<file path="config.mk">
export PLATFORM = sky130hd
export DESIGN_NAME = overlay_alpha_blend_key
export DESIGN_NICKNAME = d
export VERILOG_FILES = /design/src/design/overlay_pkg.sv /design/src/design/overlay_alpha_blend_key.sv /design/src/design/pixel_fifo.sv
export VERILOG_INCLUDE_DIRS = /design/src /design/src/design
export SDC_FILE = /design/constraint.sdc
export NUM_CORES = 2
export LEC_CHECK = 0
export ABC_AREA = 1
export ABC_CLOCK_PERIOD_IN_PS = 19420
export BUFFER_PORTS_ARGS = -buffer_cell sky130_fd_sc_hd__buf_2
export CORE_ASPECT_RATIO = 0.6
export CORE_MARGIN = 5
export CORE_UTILIZATION = 34
export DETAILED_ROUTE_END_ITERATION = 8
export RECOVER_POWER = 100
export SETUP_SLACK_MARGIN = 0.02
export SYNTH_ARGS = -nofsm -noshare
export SYNTH_HDL_FRONTEND = slang
export SYNTH_SLANG_ARGS = --single-unit
</file>
<file path="constraint.sdc">
create_clock -name pclk -period 19.42 [get_ports pclk]
set_clock_uncertainty 0.05 [all_clocks]
set_input_delay 5.826 -clock pclk [delete_from_list [all_inputs] [get_ports pclk]]
set_output_delay 5.826 -clock pclk [all_outputs]
set_load 0.005 [all_outputs]
</file>
<file path="src/design/overlay_map.svh">
`ifndef OVERLAY_MAP_SVH
`define OVERLAY_MAP_SVH

// ****************************************************************
// Register indices (byte address is four times the index)
// ****************************************************************
`define OVL_CTRL_IDX      14'h0836
`define OVL_KEY_RED_IDX   14'h0838
`define OVL_KEY_GREEN_IDX 14'h083A
`define OVL_KEY_BLUE_IDX  14'h083C
`define OVL_FMT_IDX       14'h0840
`define OVL_STATUS_IDX    14'h0842

// ****************************************************************
// Control register fields
// ****************************************************************
`define OVL_CTRL_TRANS_BIT 12
`define OVL_CTRL_MODE_HI   10
`define OVL_CTRL_MODE_LO   9
`define OVL_CTRL_BLEND_BIT 8
`define OVL_CTRL_ALPHA_HI  7

// ****************************************************************
// Format register fields
// ****************************************************************
`define OVL_FMT_SEL_HI     1
`define OVL_FMT_ALPHA_COLOUR_PIXEL_FORMAT_BIT   2

// ****************************************************************
// Reset values
// ****************************************************************
`define OVL_CTRL_RESET     16'h0000
`define OVL_KEY_RESET      8'h00
`define OVL_FMT_RESET      3'h0

// ****************************************************************
// Alpha scale: full opacity on a 1/256 grid
// ****************************************************************
`define OVL_ALPHA_ONE      9'h100
`define OVL_ALPHA_HALF     8'h80

`endif

</file>
<file path="src/design/overlay_pkg.sv">
package overlay_pkg;

   // Blending mode selected by the control register
   typedef enum logic [1:0] {
      MODE_CONST     = 2'h0,
      MODE_MAP       = 2'h1,
      MODE_CONST_MAP = 2'h2,
      MODE_RESERVED  = 2'h3
   } blend_mode_t;

   // Alpha width of the overlay pixel format
   typedef enum logic [1:0] {
      FMT_A1 = 2'h0,
      FMT_A4 = 2'h1,
      FMT_A8 = 2'h2,
      FMT_RSV = 2'h3
   } alpha_fmt_t;

endpackage

</file>
<file path="src/design/overlay_alpha_blend_key.sv">
`timescale 1ns/1ps
`include "overlay_map.svh"

module overlay_alpha_blend_key
   import overlay_pkg::*;
#(
   parameter int FIFO_DEPTH = 16
) (
   input  wire logic        pclk,       // Pixel clock
   input  wire logic        presetn,    // Async reset, low
   input  wire logic        psel,       // APB select
   input  wire logic        penable,    // APB enable
   input  wire logic        pwrite,     // APB direction
   input  wire logic [15:0] paddr,      // APB byte address
   input  wire logic [31:0] pwdata,     // APB write data
   output logic      [31:0] prdata,     // APB read data
   output wire logic        pready,     // APB ready
   output wire logic        pslverr,    // APB error
   input  wire logic        pix_valid,  // Pixel pair offered
   output wire logic        pix_ready,  // Pixel pair taken
   input  wire logic [7:0]  ovl_alpha,  // Overlay alpha field, right aligned
   input  wire logic [23:0] overlay_pixel_colour, // Overlay RGB
   input  wire logic [23:0] main_pixel_colour,    // Main window RGB
   output wire logic        out_valid,  // Result held
   input  wire logic        out_ready,  // Result taken
   output wire logic [23:0] out_rgb     // Composited RGB
);

   localparam int FW = 56;
   localparam int LW = $clog2(FIFO_DEPTH) + 2;

   // Reset images of the packed registers
   localparam logic [15:0] CTRL_RST = `OVL_CTRL_RESET;
   localparam logic [2:0]  FMT_RST  = `OVL_FMT_RESET;

   // ****************************************************************
   // Register state
   // ****************************************************************
   logic [7:0]  const_alpha_reg;
   logic        blend_en_reg;
   blend_mode_t mode_reg;
   logic        trans_en_reg;
   logic [7:0]  key_red_reg;
   logic [7:0]  key_green_reg;
   logic [7:0]  key_blue_reg;
   alpha_fmt_t  fmt_reg;
   logic        alpha_colour_pixel_format_en_reg;
   logic [23:0] out_rgb_reg;
   logic        out_valid_reg;

   // ****************************************************************
   // APB decode
   // ****************************************************************
   function automatic logic hit(input logic [15:0] a, input logic [13:0] idx);
      hit = (a == {idx, 2'b00});
   endfunction

   wire logic sel_ctrl   = hit(paddr, `OVL_CTRL_IDX);
   wire logic sel_red    = hit(paddr, `OVL_KEY_RED_IDX);
   wire logic sel_green  = hit(paddr, `OVL_KEY_GREEN_IDX);
   wire logic sel_blue   = hit(paddr, `OVL_KEY_BLUE_IDX);
   wire logic sel_fmt    = hit(paddr, `OVL_FMT_IDX);
   wire logic sel_status = hit(paddr, `OVL_STATUS_IDX);
   wire logic mapped     = sel_ctrl | sel_red | sel_green | sel_blue | sel_fmt | sel_status;
   wire logic setup      = psel && !penable;
   wire logic wr_acc     = psel && penable && pwrite && mapped;

   assign pready  = 1'b1;
   assign pslverr = psel && penable && !mapped;

   // ****************************************************************
   // FIFO in the pixel path
   // ****************************************************************
   wire logic          head_valid;
   wire logic [FW-1:0] head_data;
   wire logic [LW-1:0] fifo_level;
   wire logic          take = head_valid && (!out_valid_reg || out_ready);

   pixel_fifo #(
      .WIDTH (FW),
      .DEPTH (FIFO_DEPTH)
   ) u_fifo (
      .clk       (pclk),
      .rst_n     (presetn),
      .in_valid  (pix_valid),
      .in_ready  (pix_ready),
      .in_data   ({ovl_alpha, overlay_pixel_colour, main_pixel_colour}),
      .out_valid (head_valid),
      .out_ready (take),
      .out_data  (head_data),
      .level     (fifo_level)
   );

   wire logic [7:0]  h_alpha = head_data[55:48];
   wire logic [23:0] h_ovl   = head_data[47:24];
   wire logic [23:0] h_main  = head_data[23:0];

   // Status word
   wire logic [31:0] status_word = {22'h000000, !head_valid, !pix_ready,
                                    {(8-LW){1'b0}}, fifo_level};

   // ****************************************************************
   // Register read data, captured in setup phase
   // ****************************************************************
   wire logic [31:0] rd_mux =
      sel_ctrl   ? {19'h00000, trans_en_reg, 1'b0, mode_reg, blend_en_reg,
                    const_alpha_reg} :
      sel_red    ? {24'h000000, key_red_reg} :
      sel_green  ? {24'h000000, key_green_reg} :
      sel_blue   ? {24'h000000, key_blue_reg} :
      sel_fmt    ? {29'h00000000, alpha_colour_pixel_format_en_reg, fmt_reg} :
      sel_status ? status_word : 32'h00000000;

   always_ff @(posedge pclk or negedge presetn) begin
      if (!presetn) prdata <= 32'h00000000;
      else if (setup && !pwrite) prdata <= rd_mux;
   end

   // ****************************************************************
   // Register writes at the access edge
   // ****************************************************************
   always_ff @(posedge pclk or negedge presetn) begin
      if (!presetn) begin
         const_alpha_reg <= CTRL_RST[`OVL_CTRL_ALPHA_HI:0];
         blend_en_reg    <= CTRL_RST[`OVL_CTRL_BLEND_BIT];
         mode_reg        <= blend_mode_t'(CTRL_RST[`OVL_CTRL_MODE_HI:`OVL_CTRL_MODE_LO]);
         trans_en_reg    <= CTRL_RST[`OVL_CTRL_TRANS_BIT];
      end else if (wr_acc && sel_ctrl) begin
         const_alpha_reg <= pwdata[`OVL_CTRL_ALPHA_HI:0];
         blend_en_reg    <= pwdata[`OVL_CTRL_BLEND_BIT];
         mode_reg        <= blend_mode_t'(pwdata[`OVL_CTRL_MODE_HI:`OVL_CTRL_MODE_LO]);
         trans_en_reg    <= pwdata[`OVL_CTRL_TRANS_BIT];
      end
   end

   // Key colour and format registers
   always_ff @(posedge pclk or negedge presetn) begin
      if (!presetn) begin
         key_red_reg   <= `OVL_KEY_RESET;
         key_green_reg <= `OVL_KEY_RESET;
         key_blue_reg  <= `OVL_KEY_RESET;
         fmt_reg       <= alpha_fmt_t'(FMT_RST[`OVL_FMT_SEL_HI:0]);
         alpha_colour_pixel_format_en_reg   <= FMT_RST[`OVL_FMT_ALPHA_COLOUR_PIXEL_FORMAT_BIT];
      end else if (wr_acc) begin
         if (sel_red)   key_red_reg   <= pwdata[7:0];
         if (sel_green) key_green_reg <= pwdata[7:0];
         if (sel_blue)  key_blue_reg  <= pwdata[7:0];
         if (sel_fmt)   fmt_reg       <= alpha_fmt_t'(pwdata[`OVL_FMT_SEL_HI:0]);
         if (sel_fmt)   alpha_colour_pixel_format_en_reg   <= pwdata[`OVL_FMT_ALPHA_COLOUR_PIXEL_FORMAT_BIT];
      end
   end

   // ****************************************************************
   // Alpha selection
   // ****************************************************************
   // Map value on a 1/256 grid, zero without alpha pixel format
   wire logic [7:0] map_alpha =
      !alpha_colour_pixel_format_en_reg     ? 8'h00 :
      (fmt_reg == FMT_A1) ? (h_alpha[0] ? `OVL_ALPHA_HALF : 8'h00) :
      (fmt_reg == FMT_A4) ? {h_alpha[3:0], 4'h0} :
      h_alpha;

   wire logic [15:0] prod_alpha = {8'h00, map_alpha} * {8'h00, const_alpha_reg};

   // Mode decode; reserved mode falls back to constant
   wire logic [7:0] sel_alpha =
      (mode_reg == MODE_MAP)       ? map_alpha :
      (mode_reg == MODE_CONST_MAP) ? prod_alpha[15:8] :
      const_alpha_reg;

   // Disabled blending shows the overlay opaque
   wire logic [8:0] eff_alpha = blend_en_reg ? {1'b0, sel_alpha} : `OVL_ALPHA_ONE;

   // Transparency key compare over all three components
   wire logic key_hit = trans_en_reg
                        && (h_ovl[23:16] == key_red_reg)
                        && (h_ovl[15:8]  == key_green_reg)
                        && (h_ovl[7:0]   == key_blue_reg);

   // ****************************************************************
   // Component mixer
   // ****************************************************************
   function automatic logic [7:0] mix(input logic [7:0] p, input logic [7:0] m,
                                      input logic [8:0] a);
      logic [16:0] s;
      s = ({9'h000, p} * {8'h00, a}) + ({9'h000, m} * {8'h00, `OVL_ALPHA_ONE - a});
      mix = s[15:8];
   endfunction

   logic [23:0] blended;

   // One mixer per colour component
   for (genvar c = 0; c < 3; c++) begin : g_mix
      assign blended[c*8 +: 8] = mix(h_ovl[c*8 +: 8], h_main[c*8 +: 8], eff_alpha);
   end

   wire logic [23:0] result = key_hit ? h_main : blended;

   // ****************************************************************
   // Output register stage
   // ****************************************************************
   always_ff @(posedge pclk or negedge presetn) begin
      if (!presetn) begin
         out_rgb_reg   <= 24'h000000;
         out_valid_reg <= 1'b0;
      end else if (take) begin
         out_rgb_reg   <= result;
         out_valid_reg <= 1'b1;
      end else if (out_ready) begin
         out_valid_reg <= 1'b0;
      end
   end

   assign out_rgb   = out_rgb_reg;
   assign out_valid = out_valid_reg;
endmodule

</file>
<file path="src/design/pixel_fifo.sv">
`timescale 1ns/1ps

// ****************************************************************
// Pixel FIFO with registered head
// ****************************************************************
module pixel_fifo #(
   parameter int WIDTH = 56,
   parameter int DEPTH = 16,
   parameter int AW    = $clog2(DEPTH)
) (
   input  wire logic             clk,        // Clock
   input  wire logic             rst_n,      // Async reset, low
   input  wire logic             in_valid,   // Write request
   output wire logic             in_ready,   // Space in memory
   input  wire logic [WIDTH-1:0] in_data,    // Write data
   output wire logic             out_valid,  // Head holds data
   input  wire logic             out_ready,  // Head taken
   output wire logic [WIDTH-1:0] out_data,   // Registered head
   output wire logic [AW+1:0]    level       // Words held
);

   logic [WIDTH-1:0] mem [DEPTH];
   logic [AW-1:0]    wr_ptr_reg;
   logic [AW-1:0]    rd_ptr_reg;
   logic [AW:0]      count_reg;
   logic [WIDTH-1:0] head_reg;
   logic             head_valid_reg;

   // Handshake decode
   wire logic push = in_valid && in_ready;
   wire logic load = (count_reg != '0) && (!head_valid_reg || out_ready);

   assign in_ready  = (count_reg != (AW+1)'(DEPTH));
   assign out_valid = head_valid_reg;
   assign out_data  = head_reg;
   assign level     = {1'b0, count_reg} + {{(AW+1){1'b0}}, head_valid_reg};

   // Storage array
   always_ff @(posedge clk) begin
      if (push) begin
         mem[wr_ptr_reg] <= in_data;
      end
   end

   // Pointers and count
   always_ff @(posedge clk or negedge rst_n) begin
      if (!rst_n) begin
         wr_ptr_reg <= '0;
         rd_ptr_reg <= '0;
         count_reg  <= '0;
      end else begin
         if (push) wr_ptr_reg <= wr_ptr_reg + 1'b1;
         if (load) rd_ptr_reg <= rd_ptr_reg + 1'b1;
         count_reg <= count_reg + (AW+1)'(push) - (AW+1)'(load);
      end
   end

   // Head register
   always_ff @(posedge clk or negedge rst_n) begin
      if (!rst_n) begin
         head_reg       <= '0;
         head_valid_reg <= 1'b0;
      end else if (load) begin
         head_reg       <= mem[rd_ptr_reg];
         head_valid_reg <= 1'b1;
      end else if (out_ready) begin
         head_valid_reg <= 1'b0;
      end
   end

endmodule
</file>
* Yosys cells after proc, flatten, opt, wreduce, memory -nomap -nowiden *
Memories as Yosys holds them, arrays and structs flattened. A register that Yosys moved wholly into a read port is not among the register bits.
Index checks and enable logic that the tools add are counted.

operators by class
  $mul = 7
  bitwise logic cells = 5
  eq/ne operators = 13
  multiplexer cells = 20
  reduce and logical (&&, ||, !) cells = 30
  $add $sub $neg = 9

operators by type and width
  cell                                              count
  == test 16 x 14 -> 1 bit (second input constant)  6
  multiplier 8 x 9 -> 16 bit                        6
  two-way mux 10 bit                                5
  adder 16 bit                                      3
  two-way mux 8 bit                                 6
  == test 8 bit                                     3
  two-way mux 24 bit                                1
  multiplier 8 x 8 -> 16 bit                        1
  logical AND 1 bit                                 13
  two-way mux 13 bit                                1
  two-way mux 9 bit                                 1
  subtractor 9 bit (first input constant)           1
  adder 4 x 1 -> 4 bit (second input constant)      2
  AND reduction 2 bit                               4
  logical NOT 1 bit                                 7
  adder 5 x 1 -> 6 bit                              1
  two-way mux 1 bit                                 6
  adder 5 x 1 -> 5 bit                              1
  inequality test 5 bit (second input constant)     1
  bitwise OR 1 bit                                  5
  nonzero test 5 bit                                1
  subtractor 5 x 1 -> 5 bit                         1
  == test 2 x 1 -> 1 bit (second input constant)    2
  nonzero test 2 bit                                2
  3 further kinds                                   4

word-level totals
  memory bits (writable) = 896
  word-level logic and storage cells = 101
  output and inout port bits = 60
  memories kept = 1
  register bits = 110

memories
  name        depth  bits a word  read ports  clocked after memory_dff  write ports  RTL line          RTL
  u_fifo.mem  16     56           1           1                         1            pixel_fifo.sv:22  logic [WIDTH-1:0] mem [DEPTH];

* Longest topological paths before layout *
  depth in word-level cells = 12
  gate-level depth with buffers = 56
  depth with buffers taken out = 55

* By module *
Synthesis repeated with hierarchy kept, for this count alone.

unflattened totals
  cells, all modules = 5876
  area, all modules = 59106.7 um2

modules (own cells, without submodules)
  module                   seq. area each (um2)  times used  cells each  area an instance (um2)
  pixel_fifo               28657.5               1           3281        38936.1
  overlay_alpha_blend_key  1901.8                1           2595        20170.6

* Worst setup path before layout *
No wires, ideal clock.

  kind = input to output
  from = input paddr[14]
  to = output pslverr
  data arrival time = 6990 ps
  slack = 6554 ps
  stages on the path = 10
  path buffers = 0
  cell sequence = inv_1 > nand2_1 > nor3_1 > inv_1 > nor4_4 > inv_1 > nor3_1 > nor3_1 > nand4_1 > nor2_1

between the ends
  word-level cells in the longest chain between the ends = 8
  elaborated cells between the ends (all ways) = 13
  those cells by class = 6 x eq/ne; 5 x bitwise; 2 x reduce/logical

RTL lines
  element                        RTL line                       RTL
  start, declared                overlay_alpha_blend_key.sv:14  input wire logic [15:0] paddr,
  == test 16 x 14 -> 1 bit       overlay_alpha_blend_key.sv:55  hit = (a == {idx, 2'b00});
  bitwise OR 1 bit (4 in a row)  overlay_alpha_blend_key.sv:64  wire logic mapped = sel_ctrl | sel_red | sel_green | sel_blue | sel_fmt | sel_status;
  bitwise OR 1 bit *             overlay_alpha_blend_key.sv:64
  logical NOT 1 bit *            overlay_alpha_blend_key.sv:69  assign pslverr = psel && penable && !mapped;
  logical AND 1 bit *            overlay_alpha_blend_key.sv:69
  end, declared                  overlay_alpha_blend_key.sv:18  output wire logic pslverr,

Every way passes the cells marked *; elsewhere a longest branch is shown, timed or not.

* Final worst setup path *
  from = register u_fifo.head_reg[49] (netlist: u_fifo.out_data[49]), read port of u_fifo.mem
  to = register out_rgb_reg[15] (netlist: out_rgb[15])

between the ends
  word-level cells in the longest chain between the ends = 11
  elaborated cells between the ends (all ways) = 12
  those cells by class = 2 x add/sub; 3 x mul; 7 x mux

RTL lines
  element                               RTL line                        RTL
  start, declared                       pixel_fifo.sv:26                logic [WIDTH-1:0] head_reg;
  two-way mux 8 bit *                   overlay_alpha_blend_key.sv:160  (fmt_reg == FMT_A4) ? {h_alpha[3:0], 4'h0} :
  two-way mux 8 bit *                   overlay_alpha_blend_key.sv:159  (fmt_reg == FMT_A1) ? (h_alpha[0] ? `OVL_ALPHA_HALF : 8'h00) :
  two-way mux 8 bit *                   overlay_alpha_blend_key.sv:158  !alpha_colour_pixel_format_en_reg ? 8'h00 :
  multiplier 8 x 8 -> 16 bit            overlay_alpha_blend_key.sv:163  wire logic [15:0] prod_alpha = {8'h00, map_alpha} * {8'h00, const_alpha_reg};
  two-way mux 8 bit                     overlay_alpha_blend_key.sv:168  (mode_reg == MODE_CONST_MAP) ? prod_alpha[15:8] :
  two-way mux 8 bit *                   overlay_alpha_blend_key.sv:167  (mode_reg == MODE_MAP) ? map_alpha :
  two-way mux 9 bit (no source line) *  -
  subtractor 9 bit (no source line)     -
  multiplier 8 x 9 -> 16 bit            overlay_alpha_blend_key.sv:186  s = ({9'h000, p} * {8'h00, a}) + ({9'h000, m} * {8'h00, `OVL_ALPHA_ONE - a});
  adder 16 bit *                        overlay_alpha_blend_key.sv:186
  two-way mux 24 bit *                  overlay_alpha_blend_key.sv:197  wire logic [23:0] result = key_hit ? h_main : blended;
  end signal, assigned                  overlay_alpha_blend_key.sv:207  out_rgb_reg <= result;
  end, declared                         overlay_alpha_blend_key.sv:48   logic [23:0] out_rgb_reg;

Marked as above.
A chain may end at the register's enable or synchronous reset.

==> impl_metrics.env <==
export IMPL_synth_cells=5260
export IMPL_start_util=0.343
export IMPL_holdPathEnd="out_rgb[0]"
export IMPL_cp_end_kind="flop"
export IMPL_hold_start="out_rgb[0]"
export IMPL_r2r_setup_slack_ns=4.04
export IMPL_ys_ff_latch=1042
export IMPL_drc=0
export IMPL_whs_ns=0.430
export IMPL_cts_tree="yes"
export IMPL_start_kind="flop"
export IMPL_rsz0062_at_grt="false"
export IMPL_drt_first_pass_iters=6
export IMPL_holdPathStages=2
export IMPL_finalMaxSlewViolations=1266
export IMPL_synth_cell_types=62
export IMPL_clk_latency_ns=0.69
export IMPL_grt_pass1_vias=39500
export IMPL_cts_resized=0
export IMPL_layout_common_cells="edfxtp_1, nor2_1, inv_1"
export IMPL_routedWlPerCell_um=23.7
export IMPL_wl_met1_um=82900
export IMPL_synth_top_flop_cell="edfxtp_1"
export IMPL_yosysSeqAreaShare=0.532
export IMPL_grt_ovfl_total=0
export IMPL_drive_gt1_frac=0.0554
export IMPL_yosysWarnings=0
export IMPL_drtIter0Drc=4798
export IMPL_h_tree_depth=3
export IMPL_synth_area_um2=57400
export IMPL_core_rowCount=116
export IMPL_layout_commonest_cell="edfxtp_1"
export IMPL_final_hold_violation_count=0
export IMPL_grtUsageTotal=0.200
export IMPL_design_area_um2=63300
export IMPL_synth_edf_count=896
export IMPL_cp_slowest_cell="clkbuf_1"
export IMPL_viasPerCell=5.34
export IMPL_cp_arrival_ns=15.90
export IMPL_tns_ns=0
export IMPL_io_pins=171
export IMPL_grt_max_degree=227
export IMPL_cts_buffers=89
export IMPL_fmax_ghz=0.0650
export IMPL_fin_util=0.378
export IMPL_worstMarginPinSlew_ns=4.42
export IMPL_min_period_ns=15.38
export IMPL_max_stage_delay_ns=0.75
export IMPL_slew_limit_headroom=-1.94
export IMPL_holdCritPathClass="reg -> reg"
export IMPL_cts_buffer_depth=3
export IMPL_finalSetupViolCount=0
export IMPL_ant_nets=0
export IMPL_cpMostUsedCell="inv_1"
export IMPL_status="complete, but fails checks"
export IMPL_required_ns=19.94
export IMPL_coreArea_um2=167000
export IMPL_route_met3_wl_um=22700
export IMPL_timing_rr_start="u_fifo.out_data[49]"
export IMPL_power_w=0.00752
export IMPL_die_w_um=541
export IMPL_gp_congestion=0.939
export IMPL_cts_hold_buf=0
export IMPL_ir_drop_mv=0.136
export IMPL_top_layer_used="met5"
export IMPL_clock_sinks=1042
export IMPL_finalNetCount=5977
export IMPL_violations="max-capacitance violations, max-slew violations"
export IMPL_crit_fanout=14
export IMPL_die_area_um2=178000
export IMPL_place_area_um2=60500
export IMPL_power_leakage_nw=25.1
export IMPL_reg2reg_depth=51
export IMPL_critPathKind="reg -> reg"
export IMPL_io_buffers=129
export IMPL_timing_rr_end="out_rgb[15]"
export IMPL_period_share=0.792
export IMPL_postCtsSetupBuffers=0
export IMPL_wl_met2_um=71800
export IMPL_antenna_found_initial=22
export IMPL_cap_violations=39
export IMPL_cts_root_buffer="clkbuf_16"
export IMPL_synth_area_per_cell_um2=10.9
export IMPL_finalWirelength_um=181000
export IMPL_dp_hpwl_um=119000
export IMPL_power_density_nw_per_um2=119
export IMPL_clk_pin_slew_ns=0.08
export IMPL_vias=40600
export IMPL_grt_pass1_wl_um=266000
export IMPL_largest_register_ff_count=896
export IMPL_async_reset_ff_frac=0.140
export IMPL_die_y_um=328
export IMPL_areaGrowthSynthToFinish_pct=10.1
## layer usage
| layer | global-route usage | up-vias |
|---|---|---|
| li1 | - | 17900 |
| met1 | 0.308 | 20500 |
| met2 | 0.273 | 1972 |
| met3 | 0.0638 | 224 |
| met4 | 0.0356 | 18 |
| met5 | 0.00298 | - |
## worst max-delay path: cells and delay by family (launching register included)
family,cells,cell delay [ns]
adder cells (fa/ha/maj),13,5.91
buffers and inverters,15,3.66
AO/OA/AOI/OAI,10,2.58
AND/OR/NAND/NOR,13,2.37
flip-flops,1,0.65
## cells by family after synthesis
| group | share of synthesized area |
|---|---|
| multiplexers | 0.000784 |
| AND/OR/NAND/NOR | 0.116 |
| XOR/XNOR | 0.00871 |
| adder cells (fa/ha/maj) | 0.172 |
| other | 0.000131 |
| AO/OA/AOI/OAI | 0.107 |
| buffers and inverters | 0.0638 |
| flip-flops | 0.532 |
## worst max path at each step
| stage | cells after the start | slack [ns] | end | from |
|---|---|---|---|---|
| final | 51 | 4.04 | out_rgb[15] | u_fifo.out_data[49] |
| after global routing | 51 | 3.37 | out_rgb[15] | u_fifo.out_data[49] |
| after CTS | 10 | 5.91 | pslverr | paddr[1] |
| after detailed placement | 10 | 5.92 | pslverr | paddr[1] |
| after global placement | 10 | 5.98 | pslverr | paddr[1] |
| after floorplan | 10 | 6.55 | pslverr | paddr[14] |
## synthesized netlist by cell type (56+ instances only)
library cell  number  area [um^2]
edfxtp_1         896        26900
nor2_1           855         3210
inv_1            631         2370
o21ai_0          569         2850
nand2_1          531         1990
fa_1             354         7090
clkbuf_1         236          886
ha_1             224         2800
o221ai_1         166         1450
dfrtp_1          146         3650
nand3_1          118          591
a21oi_1           89          445
o22ai_1           65          407
a31oi_1           56          350
## where the power goes
group / internal (W) / switching, W / leakage, nW / total (W)
Clock: 0.00105 / 0.000852 / 1.48 / 0.00191
Sequential: 0.00275 / 0.000354 / 9.90 / 0.00310
Combinational: 0.000668 / 0.00184 / 13.7 / 0.00251
Total: 0.00447 / 0.00305 / 25.1 / 0.00752
## final cells by class
| type | instances | area, um^2 |
|---|---|---|
| clock buffer | 121 | 2480 |
| fill | 16300 | 104000 |
| clock inverter | 45 | 566 |
| tap | 2242 | 2810 |
| multi-input combinational | 3300 | 23400 |
| inverter | 649 | 2460 |
| timing repair buffer | 206 | 982 |
| antenna | 11 | 27.5 |
| sequential | 1042 | 30600 |
## per-stage QoR
stage,worst slack [ns],std cells
floorplan,6.55,5279
global placement,5.98,7439
detailed placement,5.92,7439
CTS,5.91,7605
global route,3.37,7607
finish,4.04,7616
(Power assumes the default switching activity.)
